`src/common/rwu_defs.svh`:
```
/*
 * constants of the reset and watchdog unit: register offsets, field
 * positions, reset values, cycle lengths and selector codes.
 * assumes inclusion by bare name from the unit's package and design file.
 */
`ifndef RWU_DEFS_SVH
`define RWU_DEFS_SVH

`define RWU_ADDR_W 8
`define RWU_OFF_CTRL 8'h00
`define RWU_OFF_STATUS 8'h04
`define RWU_OFF_FIRST_CFG 8'h08
`define RWU_NUM_CFG 6
`define RWU_IDX_START 3'h0
`define RWU_IDX_WAKEREQ 3'h1
`define RWU_IDX_WAKEEN 3'h2
`define RWU_IDX_IRQEN 3'h3
`define RWU_IDX_PORT 3'h4
`define RWU_IDX_CLK 3'h5
`define RWU_IDX_NONE 3'h7
`define RWU_SYNC_IDLE 10'h0ff

`define RWU_CTRL_KICK 0
`define RWU_FLAG_W 7
`define RWU_DIR_IN 12'h000
`define RWU_PULL_ON 4'hf
`define RWU_ALARM_LOW 1'b0
`define RWU_SRC_BASE 2'h0
`define RWU_SRC_TAP8 2'h2
`define RWU_DUTY_1_4 2'h0
`define RWU_DUTY_3_4 2'h1
`define RWU_CLK_SLOW 1'b0
`define RWU_PC_START 12'h000
`define RWU_ZERO32 32'h0000_0000

`define RWU_CYC_LONG 15'h4000
`define RWU_CYC_SHORT 15'h0800
`define RWU_WD_LIM_8 9'h007
`define RWU_WD_LIM_64 9'h03f
`define RWU_WD_LIM_512 9'h1ff

`define RWU_CAUSE_POR 0
`define RWU_CAUSE_PIN 1
`define RWU_CAUSE_KEY 2
`define RWU_CAUSE_WD 3

`endif

```
`src/common/rwu_pkg.sv`:
```
/*
 * types of the reset and watchdog unit: register layouts and states.
 * assumes rwu_defs.svh sits beside it on the include path.
 */
`include "rwu_defs.svh"

package rwu_pkg;

	typedef struct packed {
		logic [13:0] rsvd;
		logic backupDriveFlag;
		logic alarmOut;
		logic [3:0] keyPortPullDown;
		logic [11:0] portDir;
	} rwu_port_t;

	typedef struct packed {
		logic [11:0] rsvd;
		logic coreClkSel;
		logic [1:0] timerActive;
		logic [2:0] converterDrivePins;
		logic converterActive;
		logic freqGenEnable;
		logic [1:0] freqGenDuty;
		logic [1:0] freqGenSrc;
		logic [1:0] clearClkDuty;
		logic [1:0] clearClkSrc;
		logic [1:0] pumpClkDuty;
		logic [1:0] pumpClkSrc;
	} rwu_clk_t;

	typedef struct packed {
		logic [6:0] startConditionFlag;
		logic [6:0] wakeRequestFlag;
		logic [6:0] wakeEnableFlag;
		logic [6:0] irqEnableFlag;
	} rwu_flags_t;

	typedef struct packed {
		logic keyPortActive;
		logic matrixActive;
		logic scanPulse;
		logic baseTick;
		logic tapTenTick;
		logic coreSleep;
	} rwu_core_t;

	typedef enum logic [2:0] {
		RWU_RUN = 3'b001,
		RWU_HOLD = 3'b010,
		RWU_COUNT = 3'b100
	} rwu_state_t;

endpackage

```
`src/design/rwu_reset_watchdog.sv`:
```
/*
 * reset generation and watchdog unit with an apb register slave.
 * assumes base and tap-ten ticks, scan pulse and sleep state come from
 * logic on clk; reset pin, power-on detect and key pins are asynchronous.
 */
`timescale 1ns/1ps
`default_nettype none
`include "rwu_defs.svh"

module rwu_reset_watchdog #(
	parameter bit LONG_CYCLE = 1'b1,
	parameter bit POR_USE = 1'b1,
	parameter logic [3:0] KEY_USE = 4'hf,
	parameter logic [1:0] WD_SEL = 2'h2,
	parameter bit LCD_ALL_ON = 1'b1,
	parameter bit BATTERY = 1'b1,
	parameter logic [14:0] CYCLE_LEN =
		LONG_CYCLE ? `RWU_CYC_LONG : `RWU_CYC_SHORT
) (
	// clock, reset, enable
	input wire logic clk,
	input wire logic resetn,
	input wire logic ce,
	// apb slave
	input wire logic psel,
	input wire logic penable,
	input wire logic pwrite,
	input wire logic [`RWU_ADDR_W-1:0] paddr,
	input wire logic [31:0] pwdata,
	output logic [31:0] prdata,
	output logic pready,
	output logic pslverr,
	// asynchronous reset sources
	input wire logic powerOnDetect,
	input wire logic resetPin,
	input wire logic [3:0] keyInputPort,
	input wire logic [3:0] matrixReturnInput,
	// core timing and status
	input wire rwu_pkg::rwu_core_t core,
	// reset outputs
	output logic systemReset,
	output logic prescalerLowReset,
	output logic [11:0] programCounterInit,
	output logic segAllOn,
	output logic segAllOff,
	// watchdog and held state
	output logic watchdogActiveFlag,
	output rwu_pkg::rwu_flags_t flags,
	output rwu_pkg::rwu_port_t portCfg,
	output rwu_pkg::rwu_clk_t clkCfg
);
	import rwu_pkg::*;

	function automatic logic [2:0] cfgIndex(input logic [7:0] a);
		logic [7:0] rel;
		rel = a - `RWU_OFF_FIRST_CFG;
		if (a < `RWU_OFF_FIRST_CFG || rel[1:0] != 2'h0 ||
		    rel[7:2] >= 6'(`RWU_NUM_CFG)) begin
			cfgIndex = `RWU_IDX_NONE;
		end else begin
			cfgIndex = rel[4:2];
		end
	endfunction

	function automatic logic [31:0] initVal(input logic [2:0] i);
		rwu_port_t p;
		rwu_clk_t c;
		p = '0;
		c = '0;
		p.portDir = `RWU_DIR_IN;
		p.keyPortPullDown = `RWU_PULL_ON;
		p.alarmOut = `RWU_ALARM_LOW;
		p.backupDriveFlag = BATTERY;
		c.pumpClkSrc = `RWU_SRC_BASE;
		c.pumpClkDuty = `RWU_DUTY_3_4;
		c.clearClkSrc = `RWU_SRC_TAP8;
		c.clearClkDuty = `RWU_DUTY_1_4;
		c.freqGenSrc = `RWU_SRC_BASE;
		c.freqGenDuty = `RWU_DUTY_1_4;
		c.freqGenEnable = 1'b0;
		c.converterActive = 1'b0;
		c.converterDrivePins = 3'h0;
		c.timerActive = 2'h0;
		c.coreClkSel = `RWU_CLK_SLOW;
		if (i == `RWU_IDX_PORT) begin
			initVal = p;
		end else if (i == `RWU_IDX_CLK) begin
			initVal = c;
		end else begin
			initVal = `RWU_ZERO32;
		end
	endfunction

	// two-flop synchronisers for every pin input
	logic [9:0] pinMeta_ff;
	logic [9:0] pinSync_ff;
	logic porSync;
	logic pinSync;
	logic [3:0] keySync;
	logic [3:0] matSync;

	always_ff @(posedge clk) begin
		if (!resetn) begin
			// key pins rest high: no false all-zero request after reset
			pinMeta_ff <= `RWU_SYNC_IDLE;
			pinSync_ff <= `RWU_SYNC_IDLE;
		end else if (ce) begin
			pinMeta_ff <= {powerOnDetect, resetPin, keyInputPort,
				matrixReturnInput};
			pinSync_ff <= pinMeta_ff;
		end
	end

	assign porSync = pinSync_ff[9];
	assign pinSync = pinSync_ff[8];
	assign keySync = pinSync_ff[7:4];
	assign matSync = pinSync_ff[3:0];

	// key reset detection
	logic keyPortReq;
	logic matrixAllZero;
	logic matrixPend_ff;
	logic nxt_matrixPend;
	logic matrixReq;

	assign keyPortReq = core.keyPortActive && (KEY_USE != 4'h0) &&
		((keySync & KEY_USE) == 4'h0);
	assign matrixAllZero = core.matrixActive && (KEY_USE != 4'h0) &&
		((matSync & KEY_USE) == 4'h0);
	assign matrixReq = matrixPend_ff && core.scanPulse;

	always_comb begin
		nxt_matrixPend = matrixPend_ff;
		if (matrixReq) begin
			nxt_matrixPend = 1'b0;
		end
		if (matrixAllZero) begin
			nxt_matrixPend = 1'b1;
		end
	end

	always_ff @(posedge clk) begin
		if (!resetn) begin
			matrixPend_ff <= 1'b0;
		end else if (ce) begin
			matrixPend_ff <= nxt_matrixPend;
		end
	end

	// watchdog counter
	logic [8:0] wdCount_ff;
	logic [8:0] wdLimit;
	logic wdOverflow;
	logic wdKick;
	logic otherReq;
	logic anyReq;

	always_comb begin
		unique case (WD_SEL)
			2'h0: wdLimit = `RWU_WD_LIM_8;
			2'h1: wdLimit = `RWU_WD_LIM_64;
			default: wdLimit = `RWU_WD_LIM_512;
		endcase
	end

	assign wdOverflow = watchdogActiveFlag && core.tapTenTick &&
		!core.coreSleep && !wdKick && (wdCount_ff == wdLimit);
	assign otherReq = (POR_USE && porSync) || pinSync || keyPortReq ||
		matrixReq;
	assign anyReq = otherReq || wdOverflow;

	always_ff @(posedge clk) begin
		if (!resetn) begin
			wdCount_ff <= 9'h000;
			watchdogActiveFlag <= 1'b0;
		end else if (ce) begin
			if (otherReq || (systemReset && prescalerLowReset)) begin
				wdCount_ff <= 9'h000;
				watchdogActiveFlag <= 1'b0;
			end else if (wdKick) begin
				wdCount_ff <= 9'h000;
				watchdogActiveFlag <= 1'b1;
			end else if (wdOverflow) begin
				wdCount_ff <= 9'h000;
			end else if (watchdogActiveFlag && core.tapTenTick &&
			    !core.coreSleep) begin
				wdCount_ff <= wdCount_ff + 9'h001;
			end
		end
	end

	// reset cycle sequencer
	rwu_state_t state_ff;
	rwu_state_t nxt_state;
	logic [14:0] cycCount_ff;
	logic [14:0] nxt_cycCount;
	logic [3:0] cause_ff;
	logic cycleDone;

	// a zero count, as left by reset, also ends at the next tick
	assign cycleDone = core.baseTick && (cycCount_ff <= 15'h0001);

	always_comb begin
		nxt_state = state_ff;
		nxt_cycCount = cycCount_ff;
		unique case (state_ff)
			RWU_RUN: begin
				if (anyReq) begin
					nxt_state = RWU_COUNT;
					nxt_cycCount = CYCLE_LEN;
				end
			end
			RWU_HOLD: begin
				nxt_cycCount = CYCLE_LEN;
				if (!pinSync) begin
					nxt_state = RWU_COUNT;
				end
			end
			RWU_COUNT: begin
				if (anyReq) begin
					nxt_cycCount = CYCLE_LEN;
				end else if (cycleDone) begin
					nxt_state = RWU_RUN;
					nxt_cycCount = 15'h0000;
				end else if (core.baseTick) begin
					nxt_cycCount = cycCount_ff - 15'h0001;
				end
			end
		endcase
		if (pinSync) begin
			nxt_state = RWU_HOLD;
			nxt_cycCount = CYCLE_LEN;
		end
	end

	always_ff @(posedge clk) begin
		if (!resetn) begin
			state_ff <= RWU_COUNT;
			cycCount_ff <= 15'h0000;
		end else if (ce) begin
			state_ff <= nxt_state;
			cycCount_ff <= nxt_cycCount;
		end
	end

	// system reset and segment outputs follow the next state so they leave flops
	always_ff @(posedge clk) begin
		if (!resetn) begin
			systemReset <= 1'b1;
			prescalerLowReset <= 1'b1;
			segAllOn <= LCD_ALL_ON;
			segAllOff <= !LCD_ALL_ON;
			programCounterInit <= `RWU_PC_START;
			cause_ff <= 4'h1;
		end else if (ce) begin
			systemReset <= (nxt_state != RWU_RUN);
			segAllOn <= (nxt_state != RWU_RUN) && LCD_ALL_ON;
			segAllOff <= (nxt_state != RWU_RUN) && !LCD_ALL_ON;
			programCounterInit <= `RWU_PC_START;
			if (otherReq) begin
				prescalerLowReset <= 1'b1;
			end else if (nxt_state == RWU_RUN) begin
				prescalerLowReset <= 1'b0;
			end
			if (anyReq) begin
				cause_ff <= {wdOverflow, keyPortReq || matrixReq, pinSync,
					POR_USE && porSync};
			end
		end
	end

	// apb slave: one wait state, write lands on the completing edge
	logic access;
	logic [2:0] idx;
	logic apbWrite;
	logic [31:0] cfgReg_ff [`RWU_NUM_CFG];
	logic [31:0] readMux;

	assign access = psel && penable;
	assign idx = cfgIndex(paddr);
	assign apbWrite = access && pready && pwrite && !pslverr;
	assign wdKick = apbWrite && (paddr == `RWU_OFF_CTRL) && !systemReset &&
		pwdata[`RWU_CTRL_KICK];

	generate
		for (genvar g = 0; g < `RWU_NUM_CFG; g++) begin : gCfg
			always_ff @(posedge clk) begin
				if (!resetn) begin
					cfgReg_ff[g] <= initVal(3'(g));
				end else if (ce) begin
					if (nxt_state != RWU_RUN) begin
						cfgReg_ff[g] <= initVal(3'(g));
					end else if (apbWrite && idx == 3'(g)) begin
						cfgReg_ff[g] <= pwdata & initMask(3'(g));
					end
				end
			end
		end
	endgenerate

	function automatic logic [31:0] initMask(input logic [2:0] i);
		if (i == `RWU_IDX_PORT) begin
			initMask = 32'h0003_ffff;
		end else if (i == `RWU_IDX_CLK) begin
			initMask = 32'h000f_ffff;
		end else begin
			initMask = 32'h0000_007f;
		end
	endfunction

	always_comb begin
		readMux = `RWU_ZERO32;
		if (paddr == `RWU_OFF_CTRL) begin
			readMux = {31'h0000_0000, watchdogActiveFlag};
		end else if (paddr == `RWU_OFF_STATUS) begin
			readMux = {12'h000, cause_ff, state_ff, systemReset,
				prescalerLowReset, matrixPend_ff, 1'b0, wdCount_ff};
		end else if (idx != `RWU_IDX_NONE) begin
			readMux = cfgReg_ff[idx];
		end
	end

	always_ff @(posedge clk) begin
		if (!resetn) begin
			pready <= 1'b0;
			pslverr <= 1'b0;
			prdata <= `RWU_ZERO32;
		end else if (ce) begin
			pready <= access && !pready;
			pslverr <= access && !pready && idx == `RWU_IDX_NONE &&
				paddr != `RWU_OFF_CTRL && paddr != `RWU_OFF_STATUS;
			if (access && !pready && !pwrite) begin
				prdata <= readMux;
			end
		end
	end

	assign flags = {cfgReg_ff[`RWU_IDX_START][`RWU_FLAG_W-1:0],
		cfgReg_ff[`RWU_IDX_WAKEREQ][`RWU_FLAG_W-1:0],
		cfgReg_ff[`RWU_IDX_WAKEEN][`RWU_FLAG_W-1:0],
		cfgReg_ff[`RWU_IDX_IRQEN][`RWU_FLAG_W-1:0]};
	assign portCfg = cfgReg_ff[`RWU_IDX_PORT];
	assign clkCfg = cfgReg_ff[`RWU_IDX_CLK];

endmodule

`default_nettype wire

```
`config.mk`:
```
export PLATFORM = sky130hd
export DESIGN_NAME = rwu_reset_watchdog
export DESIGN_NICKNAME = d
export VERILOG_FILES = /design/src/common/rwu_pkg.sv /design/src/design/rwu_reset_watchdog.sv
export VERILOG_INCLUDE_DIRS = /design/src /design/src/common
export SDC_FILE = /design/constraint.sdc
export NUM_CORES = 1
export LEC_CHECK = 0
export BUFFER_PORTS_ARGS = -buffer_cell sky130_fd_sc_hd__buf_2
export CELL_PAD_IN_SITES_DETAIL_PLACEMENT = 1
export CELL_PAD_IN_SITES_GLOBAL_PLACEMENT = 2
export CORE_UTILIZATION = 32
export DETAILED_ROUTE_END_ITERATION = 6
export GPL_ROUTABILITY_DRIVEN = 0
export PLACE_DENSITY_LB_ADDON = 0.3
export SYNTH_ARGS = -nofsm -noshare
export SYNTH_HDL_FRONTEND = slang
export SYNTH_SLANG_ARGS = --single-unit
```
`constraint.sdc`:
```
create_clock -name clk -period 4.6 [get_ports clk]
set_input_delay 0.46 -clock clk [delete_from_list [all_inputs] [get_ports clk]]
set_output_delay 0.46 -clock clk [all_outputs]
set_load 0.02 [all_outputs]
```
==> impl_metrics.env <==
export IMPL_crit_type="reg2reg"
export IMPL_rows=53
export IMPL_ir_drop_mv=0.265
export IMPL_total_power_w=0.00388
export IMPL_numPlacedInstances=1056
export IMPL_ys_async_sr_fraction_pct=0
export IMPL_cp_num_buf_inv=2
export IMPL_avgRoutedWirePerCell_um=19.1
export IMPL_critPathLaunchType="register"
export IMPL_slew_headroom_pct=24.7
export IMPL_antenna_left=0
export IMPL_coreArea_um2=21200
export IMPL_hold_viol_final=0
export IMPL_setup_viol=0
export IMPL_dr_first_iter_drc_count=251
export IMPL_crit_arrival_ns=3.49
export IMPL_slowest_delay_ns=0.51
export IMPL_antennaDiodeCount=0
export IMPL_cts_made_buffers=17
export IMPL_synthTopCellsByArea="edfxtp_1, dfxtp_1, buf_4"
export IMPL_drcViolationCount=0
export IMPL_critical_path_top_delay_family="simple AND/OR/NAND/NOR gates"
export IMPL_ys_warnings_count=0
export IMPL_die_w_um=150
export IMPL_cpMostUsedCell="and3_1"
export IMPL_fp_dieH_um=150
export IMPL_syn_area_per_cell_um2=10.5
export IMPL_worstHoldStart="keyInputPort[0]"
export IMPL_crit_fanout=18
export IMPL_hold_class="in2reg"
export IMPL_path_clk_slew_ns=0.06
export IMPL_numPortBuffers=141
export IMPL_yosysTopAreaCellShare_pct=28.4
export IMPL_busiest_layer="met2"
export IMPL_finalSetupTns_ns=0
export IMPL_timing_final_crit_share_pct=73.7
export IMPL_drtPass1Iterations=4
export IMPL_fmax_ghz=0.295
export IMPL_finalWirelength_mm=20.8
export IMPL_clock_latency_ns=0.43
export IMPL_setup_worst_path_start="wdCount_ff[3]$_SDFFE_PN0P_"
export IMPL_use_met1_pct=24.7
export IMPL_layoutNonFillerInstCount=1088
export IMPL_r2r_start="wdCount_ff[3]$_SDFFE_PN0P_"
export IMPL_clockRootBuffer="clkbuf_16"
export IMPL_synth_top_flop_cell="dfxtp_1"
export IMPL_yosysUniqueCellTypes=64
export IMPL_initial_core_util_pct=32.9
export IMPL_die_area_um2=22400
export IMPL_rrSetupSlack_ns=1.21
export IMPL_grt_usage_pct=19.1
export IMPL_crit_chain="and3_1 -> and3_1 -> and3_1 -> ha_1 -> and2_1 -> a21boi_1 -> or2_1 -> o32ai_1 -> buf_4 -> o31ai_2 -> buf_4"
export IMPL_cts_max_level=4
export IMPL_dp_hpwl_mm=15.3
export IMPL_antenna_found_initial=0
export IMPL_grt_pass1_vias=5687
export IMPL_synth_edf_count=66
export IMPL_use_met2_pct=31.8
export IMPL_grt_max_degree=34
export IMPL_ctsHoldBuffers=0
export IMPL_cpMaxStageDelayCell="or2_1"
export IMPL_status="completed"
export IMPL_grt_pass1_wl_mm=32.1
export IMPL_layout_min_cycle_time_ns=3.39
export IMPL_powerDensity_nw_per_um2=459
export IMPL_postSynthCellCount=663
export IMPL_cp_data_required_time_ns=4.70
export IMPL_postCtsResizedCells=0
export IMPL_ys_seq_area_share_pct=50.5
export IMPL_cap_violations=0
export IMPL_area_growth_pct=21.2
export IMPL_drive_above_1_share_pct=28.0
export IMPL_worstSetupEndpointType="register"
export IMPL_finish_net_count=867
export IMPL_ys_ff_latch=143
export IMPL_overflow=0
export IMPL_use_met3_pct=3.84
export IMPL_skew_ns=0.0126
export IMPL_tightest_slew_ns=1.12
export IMPL_post_cts_setup_buffers=0
export IMPL_num_vias=5539
export IMPL_cts_tree="built"
export IMPL_via_per_inst=5.09
export IMPL_slew_violations=0
export IMPL_rsz0062_at_grt="false"
export IMPL_netlist_area_um2=6970
export IMPL_io_pin_count=205
export IMPL_p_leak_nw=3.56
export IMPL_clockBufferDepth=2
export IMPL_yosys_area_top_type="edfxtp_1"
export IMPL_clock_sinks=143
==> metal layers <==
metal  up-vias  wire length, um
met5         -                0
met4         0              269
met3        21              960
met2       157            10400
met1      2740             9140
li1       2621                -
==> layout by cell type, fill, tap and decap left out, types with 7 or more instances in the layout <==
| cell type | Yosys | final |
|---|---|---|
| mux2i_1 | 31 | 31 |
| dfxtp_1 | 77 | 77 |
| a221oi_1 | 10 | 10 |
| buf_4 | 52 | 16 |
| nand2b_1 | 11 | 11 |
| conb_1 | 1 | 51 |
| and2_1 | 17 | 17 |
| edfxtp_1 | 66 | 66 |
| inv_1 | 15 | 16 |
| or3_1 | 10 | 10 |
| nor3_1 | 12 | 10 |
| xnor2_1 | 7 | 7 |
| buf_2 | 2 | 141 |
| and3_1 | 28 | 28 |
| a22oi_1 | 15 | 15 |
| clkbuf_16 | 0 | 18 |
| nor4_2 | 11 | 10 |
| a21oi_1 | 13 | 13 |
| nor2_1 | 53 | 53 |
| nor4_1 | 7 | 7 |
| o21ai_0 | 22 | 21 |
| o31ai_1 | 10 | 9 |
| or4_1 | 7 | 7 |
| nand2_1 | 45 | 45 |
| o22ai_1 | 12 | 12 |
==> synth_stat cells (all sizes together) (15+ instances only) <==
cell type / instances
buf: 62
inv: 15
and3: 28
edfxtp: 66
nand2: 45
nor4: 19
dfxtp: 77
nor2: 54
o21ai: 23
and2: 17
a22oi: 15
clkbuf: 27
mux2i: 31
==> worst min-delay path, cell delays in order <==
cell	delay, ns
buf_2	0.07
mux2i_1	0.05
nand2_1	0.06
==> report_power, final <==
group	switching [W]	internal, W	total, W
logic	0.000543	0.000291	0.000834
registers	0.000114	0.00149	0.00160
clock network	0.000583	0.000858	0.00144
==> sequential cells by signal (all words and copies together) (netlist names) <==
| register | cells |
|---|---|
| wdCount_ff | 9 |
| state_ff | 3 |
| cause_ff | 4 |
| cfgReg_ff | 66 |
| prdata | 20 |
| prescalerLowReset | 1 |
| matrixPend_ff | 1 |
| cycCount_ff | 15 |
| pinMeta_ff | 10 |
| segAllOn | 1 |
| watchdogActiveFlag | 1 |
| pslverr | 1 |
| pinSync_ff | 10 |
| pready | 1 |
==> final cells by class <==
| class | count | area [um2] |
|---|---|---|
| tap | 275 | 344 |
| multi-input combinational | 466 | 3090 |
| clock buffer | 19 | 464 |
| sequential | 143 | 3520 |
| clock inverter | 13 | 145 |
| fill | 2451 | 12800 |
| inverter | 15 | 56.3 |
| timing repair buffer | 157 | 826 |
==> final timing paths <==
kind	to	depth (start not counted)
worst max-delay path	cfgReg_ff[4][13]$_SDFFCE_PN1P_	11
worst min-delay path	pinMeta_ff[4]$_SDFFE_PN1P_	3
worst max register to register	cfgReg_ff[4][13]$_SDFFCE_PN1P_	11
worst min register to register	cause_ff[1]$_SDFFE_PN0P_	2
==> metrics by stage <==
stage                     cell area (um2)  utilization [%]  hold slack [ns]  setup slack [ns]
after CTS                            8440             39.8            0.239              1.16
final                                8450             39.8            0.257              1.21
after global placement               7830             36.9            0.457              1.12
after global routing                 8450             39.8            0.254             0.918
after detailed placement             7830             36.9            0.458              1.04
after floorplan                      7160                -            0.432             0.756
==> cells by family after synthesis <==
family	Yosys count	share of synthesized area [%]
compound gates	111	11.0
buf+inv	104	8.65
mux	38	6.55
other cells	1	0.0538
xor+xnor	12	1.51
simple gates	249	20.8
flops	143	50.5
fa+ha+maj	5	0.897
(Power assumes the default switching activity.)
